## config.mk

```make
export PLATFORM = sky130hd
export DESIGN_NAME = psp_device_flat
export DESIGN_NICKNAME = d
export VERILOG_FILES = /design/src/core/psp_pkg.sv /design/src/core/psp_link_if.sv /design/src/core/psp_device.sv /design/src/flat_wrapper.sv
export VERILOG_INCLUDE_DIRS = /design/src /design/src/core
export SDC_FILE = /design/constraint.sdc
export NUM_CORES = 1
export LEC_CHECK = 0
export ABC_AREA = 1
export ABC_CLOCK_PERIOD_IN_PS = 3700
export BUFFER_PORTS_ARGS = -buffer_cell sky130_fd_sc_hd__buf_2
export CAP_MARGIN = 40
export CORE_ASPECT_RATIO = 1.1
export CORE_UTILIZATION = 40
export DETAILED_ROUTE_END_ITERATION = 10
export GPL_TIMING_DRIVEN = 1
export PLACE_DENSITY_LB_ADDON = 0.08
export REMOVE_ABC_BUFFERS = 1
export SYNTH_ARGS = -nofsm -noshare
export SYNTH_HDL_FRONTEND = slang
export SYNTH_SLANG_ARGS = --single-unit
```

## constraint.sdc

```tcl
create_clock -name pclk -period 3.7 [get_ports pclk]
set_clock_uncertainty 0.15 [all_clocks]
set_input_delay 0.555 -clock pclk [delete_from_list [all_inputs] [get_ports pclk]]
set_output_delay 0.555 -clock pclk [all_outputs]
set_load 0.1 [all_outputs]
```

## src/core/psp_params.svh

```systemverilog
// Constants for the serial synthesizer programming link.
// Included by the package and both ends; definitions only.
`ifndef PSP_PARAMS_SVH
`define PSP_PARAMS_SVH
`define PSP_WORD_BITS 24
`define PSP_BYTE_BITS 8
`define PSP_SEL_REF 2'h0
`define PSP_SEL_AB 2'h1
`define PSP_SEL_FUNC 2'h2
`define PSP_SEL_INIT 2'h3
`define PSP_CNT_RST_POS 2
`define PSP_SCLK_MAX_MHZ 20
`define PSP_PCLK_MHZ 100
`define PSP_SCLK_DIV (2 * `PSP_SCLK_MAX_MHZ)
`define PSP_SCLK_HALF ((`PSP_PCLK_MHZ + `PSP_SCLK_DIV - 1) / `PSP_SCLK_DIV)
`define PSP_SETTLE_NS 1000
`define PSP_SETTLE_CYC ((`PSP_SETTLE_NS * `PSP_PCLK_MHZ) / 1000)
`define PSP_REG_CMD 12'h000
`define PSP_REG_WORD 12'h004
`define PSP_REG_STAT 12'h008
`define PSP_REG_FUNC 12'h00c
`define PSP_REG_REF 12'h010
`define PSP_REG_AB 12'h014
`define PSP_REG_CTRL 12'h018
`endif

```

## src/core/psp_pkg.sv

```systemverilog
// Types shared by both ends of the programming link.
// Assumes psp_params.svh on the include path.
`include "psp_params.svh"
package psp_pkg;
    typedef logic [`PSP_WORD_BITS-1:0] psp_word_t;
    typedef enum logic [1:0] {
        PSP_LATCH_REF, PSP_LATCH_AB, PSP_LATCH_FUNC, PSP_LATCH_INIT
    } psp_latch_t;
endpackage

```

## src/core/psp_link_if.sv

```systemverilog
// Three-wire write-only link between host and synthesizer control.
// Host drives all three lines and power enable; device returns only the test output.
interface psp_link_if;
    logic sclk;
    logic sdata;
    logic latch_load_strobe;
    logic power_enable;
    logic test_output_pin;
    modport host (output sclk, output sdata, output latch_load_strobe,
        output power_enable, input test_output_pin);
    modport device (input sclk, input sdata, input latch_load_strobe,
        input power_enable, output test_output_pin);
endinterface

```

## src/core/psp_device.sv

```systemverilog
// Device end: serial input register, three latches, power and reset state.
// Assumes link pins are asynchronous to pclk; samples them twice.
//
// Operation
// - Enable low forces immediate power-down.
// - Enable-gated start: load latches, then enable.
// - Host waits about 1 us after enable.
// - Latches keep contents across enable cycles.
// - Counter-reset start: set, load, clear bit.
// - Counter reset holds counters, no power-down.
// - Shift on rising clock; strobe latches 24.
// - Low two bits select destination latch.
// - Serial clock at most 20 MHz.
// - Strobe low, three bytes, then strobe high.
// - SPI phase zero, data before rising edge.
// - Four writes after supply before output.
// - Host may poll test output for lock.
// - Select 11 loads init, pulses reset.
// - Input register works during power-down.
// - Data bit 2 of function is counter reset.
//
// The implementer's own choices: the APB interface to the registers and the register addresses.
`include "psp_params.svh"
module psp_device
    import psp_pkg::*;
(
    input wire logic pclk,
    input wire logic presetn,
    psp_link_if.device link,
    output logic [`PSP_WORD_BITS-1:0] func_latch,
    output logic [`PSP_WORD_BITS-1:0] ref_latch,
    output logic [`PSP_WORD_BITS-1:0] ab_latch,
    output logic powered_down,
    output logic counters_held,
    output logic pump_tristate,
    output logic reset_pulse,
    input wire logic lock_status
);
    localparam int NPIN = 4;
    localparam int PIN_SCLK = 0;
    localparam int PIN_SDATA = 1;
    localparam int PIN_STROBE = 2;
    localparam int PIN_EN = 3;

    wire [NPIN-1:0] pin_raw;
    wire [NPIN-1:0] pin_sync;
    logic sclk_prev_q;
    logic strobe_prev_q;
    psp_word_t shift_q;
    psp_word_t shift_d;
    psp_word_t func_q;
    psp_word_t func_d;
    psp_word_t ref_q;
    psp_word_t ref_d;
    psp_word_t ab_q;
    psp_word_t ab_d;
    logic init_armed_q;
    logic init_armed_d;
    logic pd_q;
    logic pd_d;
    logic held_q;
    logic held_d;
    logic tri_q;
    logic tri_d;
    logic pulse_q;
    logic pulse_d;
    logic test_q;
    logic test_d;

    assign pin_raw[PIN_SCLK] = link.sclk;
    assign pin_raw[PIN_SDATA] = link.sdata;
    assign pin_raw[PIN_STROBE] = link.latch_load_strobe;
    assign pin_raw[PIN_EN] = link.power_enable;

    // Every pin is asynchronous; only the second stage feeds logic,
    // so clock and data keep the same latency through the stages
    for (genvar g = 0; g < NPIN; g++) begin : g_sync
        logic meta_q;
        logic sync_q;
        always_ff @(posedge pclk or negedge presetn) begin
            if (!presetn) begin
                meta_q <= 1'b0;
                sync_q <= 1'b0;
            end else begin
                meta_q <= pin_raw[g];
                sync_q <= meta_q;
            end
        end
        assign pin_sync[g] = sync_q;
    end

    wire sclk_s = pin_sync[PIN_SCLK];
    wire sdata_s = pin_sync[PIN_SDATA];
    wire strobe_s = pin_sync[PIN_STROBE];
    wire enabled = pin_sync[PIN_EN];

    // Edge memories reset to the low level both pins are driven to in reset
    wire sclk_rise = sclk_s & ~sclk_prev_q;
    wire strobe_rise = strobe_s & ~strobe_prev_q;

    // Select bits arrive last, so they sit at the bottom
    wire [1:0] sel = shift_q[1:0];
    psp_latch_t dest;
    assign dest = psp_latch_t'(sel);
    wire is_init = strobe_rise && dest == PSP_LATCH_INIT;
    wire is_func = strobe_rise && dest == PSP_LATCH_FUNC;
    wire load_func = is_func || is_init;
    wire load_ref = strobe_rise && dest == PSP_LATCH_REF;
    wire load_ab = strobe_rise && dest == PSP_LATCH_AB;
    // Init word and the first AB load after it both pulse reset
    wire fire_pulse = is_init || (load_ab && init_armed_q);
    wire cnt_rst = func_q[`PSP_CNT_RST_POS];
    // Counter reset and pulse hold counters but never power down
    wire hold_cnt = ~enabled | cnt_rst | fire_pulse;

    // Shifting ignores power state entirely
    assign shift_d = sclk_rise ?
        {shift_q[`PSP_WORD_BITS-2:0], sdata_s} : shift_q;
    assign func_d = load_func ? shift_q : func_q;
    assign ref_d = load_ref ? shift_q : ref_q;
    assign ab_d = load_ab ? shift_q : ab_q;
    // Only a later init word re-arms the pulse
    assign init_armed_d = is_init ? 1'b1 : (load_ab ? 1'b0 : init_armed_q);
    assign pd_d = ~enabled;
    assign held_d = hold_cnt;
    assign tri_d = hold_cnt;
    assign pulse_d = fire_pulse;
    assign test_d = lock_status & enabled;

    always_ff @(posedge pclk or negedge presetn) begin
        if (!presetn) begin
            sclk_prev_q <= 1'b0;
            strobe_prev_q <= 1'b0;
        end else begin
            sclk_prev_q <= sclk_s;
            strobe_prev_q <= strobe_s;
        end
    end

    always_ff @(posedge pclk or negedge presetn) begin
        if (!presetn)
            shift_q <= '0;
        else
            shift_q <= shift_d;
    end

    // Latches are reset only by presetn (supply), never by enable
    always_ff @(posedge pclk or negedge presetn) begin
        if (!presetn) begin
            func_q <= '0;
            ref_q <= '0;
            ab_q <= '0;
        end else begin
            func_q <= func_d;
            ref_q <= ref_d;
            ab_q <= ab_d;
        end
    end

    always_ff @(posedge pclk or negedge presetn) begin
        if (!presetn)
            init_armed_q <= 1'b0;
        else
            init_armed_q <= init_armed_d;
    end

    // Power-down starts asserted until enable is seen high
    always_ff @(posedge pclk or negedge presetn) begin
        if (!presetn)
            pd_q <= 1'b1;
        else
            pd_q <= pd_d;
    end

    // Hold and three-state share one condition
    always_ff @(posedge pclk or negedge presetn) begin
        if (!presetn) begin
            held_q <= 1'b1;
            tri_q <= 1'b1;
        end else begin
            held_q <= held_d;
            tri_q <= tri_d;
        end
    end

    always_ff @(posedge pclk or negedge presetn) begin
        if (!presetn)
            pulse_q <= 1'b0;
        else
            pulse_q <= pulse_d;
    end

    // Gated so a disabled part never shows lock
    always_ff @(posedge pclk or negedge presetn) begin
        if (!presetn)
            test_q <= 1'b0;
        else
            test_q <= test_d;
    end

    assign link.test_output_pin = test_q;
    assign func_latch = func_q;
    assign ref_latch = ref_q;
    assign ab_latch = ab_q;
    assign powered_down = pd_q;
    assign counters_held = held_q;
    assign pump_tristate = tri_q;
    assign reset_pulse = pulse_q;
endmodule

```

## src/flat_wrapper.sv

```systemverilog
// flat-port wrapper written by rule: the top's interface ports become plain ports
module psp_device_flat import psp_pkg::*;
  (pclk, presetn, func_latch, ref_latch, ab_latch, powered_down, counters_held, pump_tristate, reset_pulse, lock_status, link_sclk, link_sdata, link_latch_load_strobe, link_power_enable, link_test_output_pin);
  psp_link_if link_i ();
  input wire logic pclk;
  input wire logic presetn;
  output logic [`PSP_WORD_BITS-1:0] func_latch;
  output logic [`PSP_WORD_BITS-1:0] ref_latch;
  output logic [`PSP_WORD_BITS-1:0] ab_latch;
  output logic powered_down;
  output logic counters_held;
  output logic pump_tristate;
  output logic reset_pulse;
  input wire logic lock_status;
  input wire logic [$bits(link_i.sclk)-1:0] link_sclk;
  input wire logic [$bits(link_i.sdata)-1:0] link_sdata;
  input wire logic [$bits(link_i.latch_load_strobe)-1:0] link_latch_load_strobe;
  input wire logic [$bits(link_i.power_enable)-1:0] link_power_enable;
  output wire logic [$bits(link_i.test_output_pin)-1:0] link_test_output_pin;
  assign link_i.sclk = link_sclk;
  assign link_i.sdata = link_sdata;
  assign link_i.latch_load_strobe = link_latch_load_strobe;
  assign link_i.power_enable = link_power_enable;
  assign link_test_output_pin = link_i.test_output_pin;
  psp_device u_core (.pclk(pclk), .presetn(presetn), .link(link_i), .func_latch(func_latch), .ref_latch(ref_latch), .ab_latch(ab_latch), .powered_down(powered_down), .counters_held(counters_held), .pump_tristate(pump_tristate), .reset_pulse(reset_pulse), .lock_status(lock_status));
endmodule
```

# After elaboration in Yosys (flattened, before gate mapping)
# Cells that the tools add are included.
# totals
mem_bits_ro	0
n_memories	0
latchBits	0
mem_bits_rw	0
out_inout_bits	77
inputBits	7
regBits	111
# classes
shift	0
n_mux	2
bitwise	8
multipliers	0
div_mod_pow	0
n_addsub	0
n_eq_ne	3
magnitude_cmp	0
reduce_logical	9
# op_table
op	count
logical AND 1 bit	5
equality test 2 bit, second input constant	2
AND 1 bit	3
inverter 1 bit	3
equality test 2 x 1 -> 1 bit, second input constant	1
zero test 2 bit	1
logical OR 1 bit	2
two-way mux 1 bit	2
OR 1 bit	2
nonzero test 2 bit	1

# Logic depth before layout (Yosys ltp)
# Gate-level depths: netlist of run 1.
# logic_depth
word_depth	6
depth_mapped	6

# Least setup slack after synthesis of run 1
# OpenSTA, ideal clock, no wires.
# synth_path
path_type	reg2out
startpoint	reg, netlist name u_core.counters_held
endpoint	out pump_tristate
setup_slack_ns	1.778
path_buffers	1
stages_incl_launch_ff	2
t_arrival_ns	1.217
path_cell_list	dfstp_2 > buf_4
# synth_rtl
item	line_no	text
end: declaration	flat_wrapper.sv:12	output logic pump_tristate;

# Final worst setup path of run 1
# layout_path
startpoint	reg u_core.strobe_prev_q
endpoint	reg u_core.ref_q[7], in the netlist u_core.ref_latch[7]
# layout_via
elab_chain_cells	3
# layout_lines
item	line_no	text
start: declaration	psp_device.sv:48	logic strobe_prev_q;
start signal: assignment	psp_device.sv:136	strobe_prev_q <= strobe_s;
inverter 1 bit	psp_device.sv:99	wire strobe_rise = strobe_s & ~strobe_prev_q;
AND 1 bit	psp_device.sv:99	
logical AND 1 bit	psp_device.sv:108	wire load_ref = strobe_rise && dest == PSP_LATCH_REF;
end signal: assignment	psp_device.sv:155	ref_q <= ref_d;
end: declaration	psp_device.sv:53	psp_word_t ref_q;
# No other way between the ends.
# A chain may end at the register's enable or synchronous reset.

==> results.json, run 1 <==
{
  "synth_area_leader_cell": "dfrtp_1",
  "grt_first_pass_wirelength_um": 15500,
  "finalSetupTns_ns": 0,
  "fin_cells": 659,
  "drcViolationCount": 0,
  "nets": 521,
  "stdcell_area_mm2": 0.00495,
  "dieArea_mm2": 0.0109,
  "die_width_um": 99.5,
  "powerDensity_mw_per_mm2": 751,
  "maxCapViolCount": 0,
  "cts.sinks": 111,
  "final_cell_mix": "nand2_1 (207), dfrtp_1 (109), buf_2 (82), nand3_1 (63), inv_1 (11)",
  "clock_tree.buffer_depth": 2,
  "io_buffers": 83,
  "gp_congestion": 0.712,
  "drtIter0Drc": 167,
  "rsz0062_at_grt": "false",
  "crit_arrival_ns": 2.37,
  "r2r-start": "u_core.strobe_prev_q",
  "cts-root-buf": "clkbuf_8",
  "worstMarginPinSlew_ns": 0.836,
  "design.core.area_mm2": 0.0100,
  "min_period_ns": 2.25,
  "path_class": "register to register",
  "power.leakage_nw": 2.89,
  "grtUsageMet2_pct": 28.1,
  "clk_latency_ns": 0.37,
  "synth-seq-area-share_pct": 66.4,
  "dp.cells": 642,
  "status": "completed",
  "antenna_found_initial": 0,
  "yosysWarnings": 0,
  "drt_wl_total_um": 9140,
  "hpwl_um": 5760,
  "busiest_layer": "met2",
  "place_area_mm2": 0.00473,
  "gr-total-overflow": 0,
  "fillerInstances": 990,
  "final-hold-violation-count": 0,
  "cts_setup_buffers": 0,
  "slew_violations": 0,
  "path_clk_slew_ns": 0.11,
  "cts_buffers": 9,
  "max_freq_mhz": 444,
  "synthTopCellsByArea": "dfrtp_1 (65%), nand2_1 (19%), nand3_1 (7.5%), buf_2 (2.2%), dfstp_2 (1.3%)",
  "die_h_um": 109,
  "grt_pass1_vias": 2944,
  "start_kind": "register",
  "drtPass1Iterations": 4,
  "slew_headroom_pct": 44.1,
  "required_ns": 3.81,
  "startpoint": "u_core.strobe_prev_q",
  "start_util_pct": 41.7,
  "area_delta_synth_final_pct": 18.1,
  "post-route-util_pct": 49.3,
  "crit_fanout": 31,
  "wl_per_cell_um": 13.9,
  "min_period_over_period_pct": 60.9,
  "synth_cell_types": 19,
  "ys_ff_latch": 111,
  "synthCells": 437,
  "num_antenna_cells": 0,
  "p_total_w": 0.00371,
  "htree_num_levels": 3,
  "synth_area_per_cell_um2": 9.58,
  "setup_viol": 0,
  "grt_util_met1_pct": 26.9,
  "netlist_area_mm2": 0.00419,
  "pin_count": 84,
  "grt_usage_pct": 18.6,
  "vias_per_cell": 4.61,
  "met3_usage_pct": 2.61,
  "final_common_cell": "nand2_1",
  "hold_class": "primary input to register",
  "vias": 3041,
  "drive_above_1_share_pct": 22.4,
  "postRouteAntennaNets": 0,
  "min-delay-start": "link_sdata",
  "rows": 38,
  "setup.worst_path.end_class": "register",
  "peakVddDrop_mv": 0.436,
  "synth_top_area_share_pct": 65.2,
  "grt_start_max_net_pins": 64,
  "cts_tree": "built"
}
## worst max-delay path, cell delays in order, from the launching register on
cell and delay [ns]:
dfrtp_1 0.42, nor2_4 0.56, nand2_1 0.71, nand2_1 0.22
nand2_1 0.07
## report_power, final
part	switching [W]	total (W)	internal, W	leakage [nW]
combinational	0.00123	0.00141	0.000183	1.32
clock	0.000425	0.000766	0.000342	0.104
sequential	0.000140	0.00153	0.00139	1.47
total	0.00180	0.00371	0.00192	2.89
## per-layer routing
metal | routed length [um] | vias to the layer above
met1 | 4510 | 1452
li1 | - | 1521
met3 | 280 | 10
met4 | 127 | 0
met5 | 0 | -
met2 | 4230 | 58
## final cells by class
type | count | area (um^2) | area share, %
clock buffer | 10 | 138 | 2.78
tap | 140 | 175 | 3.54
sequential | 111 | 2780 | 56.2
clock inverter | 6 | 72.6 | 1.47
inverter | 13 | 48.8 | 0.987
timing repair buffer | 91 | 528 | 10.7
multi-input combinational | 288 | 1200 | 24.3
## registers in the layout (all words and copies together) (netlist names)
register	count
u_core.g_sync.meta_q	4
u_core.g_sync.sync_q	3
u_core.ab_latch	24
u_core.sclk_prev_q	1
u_core.shift_q	24
u_core.reset_pulse	1
u_core.counters_held	1
u_core.powered_down	1
u_core.init_armed_q	1
u_core.link.test_output_pin	1
u_core.ref_latch	24
u_core.strobe_prev_q	1
u_core.enabled	1
u_core.func_latch	24
## cell families after synthesis
logic type / Yosys count / synth area share [%]
AOI/OAI and AO/OA: 7 / 0.956
DFF: 111 / 66.4
and+or+nand+nor: 281 / 27.8
buffers and inverters: 38 / 4.84
## stage by stage
stage | setup WS, ns | hold WS [ns]
after detailed placement | 1.43 | 0.185
after global routing | 1.19 | 0.0976
after floorplan | 1.75 | 0.109
after CTS | 1.42 | 0.106
final | 1.45 | 0.127
after global placement | 1.37 | 0.183
## cells in the mapped netlist, drive strengths merged
master    n
dfstp     2
o21ai     3
a21boi    1
o211ai    1
nor2      9
or2       1
inv      13
buf      24
a21oi     2
nand3    63
nand2   208
dfrtp   109
clkbuf    1
## final timing paths
path,end,slack (ns),cells past startpoint
setup / recovery,u_core.ref_latch[7],1.45,4
hold / removal,u_core.g_sync[1].meta_q,0.13,1
setup reg to reg,u_core.ref_latch[7],1.45,4
hold reg to reg,u_core.g_sync[0].sync_q,0.21,0
max in group asynchronous,u_core.powered_down,2.04,4
min in group asynchronous,u_core.ab_latch[23],0.40,2
## what timing repair did
item / 4_1_cts / 5_1_grt
gates resized for setup: 0 / 0
endpoints found under the hold margin: 10 / 0
hold buffers: 1 / 0
No activity file was read; power rests on OpenSTA's default activity.
==> inputs of run 2 (changes only) <==
--- a/config.mk
+++ b/config.mk
@@ -6,8 +6,8 @@
 export SDC_FILE = /design/constraint.sdc
 export NUM_CORES = 1
 export LEC_CHECK = 0
-export ABC_AREA = 1
-export ABC_CLOCK_PERIOD_IN_PS = 3700
+export ABC_AREA = 0
+export ABC_CLOCK_PERIOD_IN_PS = 2000
 export BUFFER_PORTS_ARGS = -buffer_cell sky130_fd_sc_hd__buf_2
 export CAP_MARGIN = 40
 export CORE_ASPECT_RATIO = 1.1
==> constraint.sdc (replaced) <==
create_clock -name pclk -period 2 [get_ports pclk]
set_clock_uncertainty 0.15 [all_clocks]
set_input_delay 0.3 -clock pclk [delete_from_list [all_inputs] [get_ports pclk]]
set_output_delay 0.3 -clock pclk [all_outputs]
set_load 0.1 [all_outputs]
==> results.json, run 2 <==
{
  "violations": "DRC",
  "drt_wl_total_um": 7040,
  "crit_buf_inv": 1,
  "final_common_cell": "dfrtp_1",
  "cts_tree": "built",
  "synth_area_per_cell_um2": 17.3,
  "required_ns": 1.55,
  "slew_violations": 0,
  "synthAdderAreaFrac_pct": 0,
  "cts-root-buf": "clkbuf_8",
  "ys_ff_latch": 111,
  "antenna_found_initial": 0,
  "setup.worst_path.end_class": "primary output",
  "synth_area_leader_cell": "dfrtp_1",
  "vias": 2151,
  "drtPass1Iterations": 9,
  "yosysWarnings": 0,
  "crit_fanout": 2,
  "netlist_area_mm2": 0.00402,
  "die_width_um": 97.6,
  "synth-seq-area-share_pct": 69.1,
  "min_period_over_period_pct": 87.5,
  "setup_viol": 0,
  "synth_top_family_by_area": "multiplexers",
  "clock_tree.buffer_depth": 2,
  "start_util_pct": 40.9,
  "htree_num_levels": 3,
  "vias_per_cell": 4.73,
  "slew_headroom_pct": 66.6,
  "wl_per_cell_um": 15.5,
  "final_cell_mix": "dfrtp_1 (109), mux2_2 (89), buf_2 (82), clkbuf_8 (10)",
  "grt_pass1_vias": 2254,
  "final-hold-violation-count": 0,
  "gr-total-overflow": 0,
  "fillerInstances": 872,
  "min_period_ns": 1.75,
  "start_kind": "register",
  "nets": 337,
  "postSynth.topFlopCell": "dfrtp_1",
  "synthTopCellsByCount": "dfrtp_1 (109), mux2_2 (89), nor2b_1 (5), buf_2 (4), buf_6 (4)",
  "status": "complete, but fails checks",
  "io_buffers": 83,
  "critical-path-max-stage-delay_ns": 0.53,
  "drive_above_1_share_pct": 60.3,
  "gp_congestion": 0.657,
  "postRouteAntennaNets": 0,
  "grt_usage_pct": 14.9,
  "grt_first_pass_wirelength_um": 12000,
  "worstPathCellList": "buf_2",
  "dp.cells": 433,
  "stdcell_area_mm2": 0.00489,
  "synth_compound_area_share_pct": 0.280,
  "ys_async_sr_fraction_pct": 100,
  "max_freq_mhz": 571,
  "design.core.area_mm2": 0.00984,
  "synth_most_common_cell": "dfrtp_1",
  "hold_class": "primary input to asynchronous set/reset pin",
  "clk_latency_ns": 0.35,
  "cts_setup_buffers": 0,
  "synth_edf_count": 0,
  "area_delta_synth_final_pct": 21.6,
  "synthCells": 232,
  "synth_top_area_share_pct": 67.8,
  "cts.sinks": 111,
  "dieArea_mm2": 0.0105,
  "die_h_um": 107,
  "rsz0062_at_grt": "false",
  "finalSetupTns_ns": 0,
  "maxCapViolCount": 0,
  "path_clk_slew_ns": 0.09,
  "place_area_mm2": 0.00464,
  "fin_ws_ns": 0.249,
  "synth_xor_area_share_pct": 0,
  "rows": 38,
  "cp_top_family": "flip-flops",
  "synthSimpleGateAreaFrac_pct": 2.74,
  "hpwl_um": 4790,
  "muxShareOfSynthArea_pct": 25.5,
  "drcViolationCount": 10,
  "pre_cts_ws_ns": 0.272,
  "crit_arrival_ns": 1.30,
  "synthTopCellsByArea": "dfrtp_1 (68%), mux2_2 (25%), dfstp_2 (1.3%), buf_6 (1.1%), nor2b_1 (0.78%)",
  "cts_buffers": 9,
  "path_class": "register to primary output",
  "cp_slowest_cell": "dfstp_2",
  "num_antenna_cells": 0,
  "drtIter0Drc": 71,
  "grt_start_max_net_pins": 50,
  "synth_cell_types": 20,
  "worstMarginPinSlew_ns": 0.504,
  "pin_count": 84,
  "fin_cells": 455
}
## run 2: cell count changes after synthesis, sizes merged, moves of 2 or more
cell    previous run  this run
nand2            208         0
mux2               0        91
nand3             63         0
buf               24        10
inv               13         3
nor2               9         2
nor2b              0         5
a21oi              2         0
nand3b             0         2
o21ai              3         1
## run 2: cells by family after synthesis
family / count (synthesis)
DFF: 111
buffers and inverters: 14
AOI/OAI and AO/OA: 2
and+or+nand+nor: 14
muxes: 91
## run 2: worst paths after layout
kind | startpoint | end | slack, ns | cells after the start
min in group pclk | u_core.g_sync[3].meta_q | u_core.enabled | 0.21 | 0
min reg2reg | u_core.g_sync[3].meta_q | u_core.enabled | 0.21 | 0
max in group asynchronous | presetn | u_core.ab_latch[13] | 0.95 | 3
min | presetn | u_core.func_latch[1] | 0.21 | 2
max | u_core.counters_held | counters_held | 0.25 | 1
max reg2reg | u_core.shift_q[1] | u_core.ab_latch[7] | 0.27 | 3
## run 2: final cells by class
cell class	count	area, um^2	share of cell area, %
clock buffer	12	145	2.97
clock inverter	4	45.0	0.921
inverter	3	11.3	0.230
multi-input combinational	107	1160	23.8
sequential	111	2780	56.8
tap	120	150	3.07
timing repair buffer	98	596	12.2
## run 2: repair_timing
item | 4_1_cts | 5_1_grt
gates resized for setup | 0 | 0
endpoints found under the hold margin | 116 | 0
hold buffers | 6 | 0
## run 2: routing by layer
metal	GRT usage [%]	wire (um)	share of wire, %	vias to the layer above
li1	-	-	-	994
met4	6.82	111	1.6	0
met2	22.9	3320	47	48
met3	2.74	239	3.4	10
met5	0	0	0	-
met1	20.7	3360	48	1099
## run 2: through the flow
stage,hold WS (ns),util (%)
after global routing,0.216,49.7
after global placement,0.0482,47.2
after detailed placement,0.0514,47.2
final,0.205,49.7
after floorplan,-0.146,-
after CTS,0.199,49.7
Power of run 2 is not shown: default switching activity piles up to over one toggle a cycle in this logic, so the estimate is an artifact.
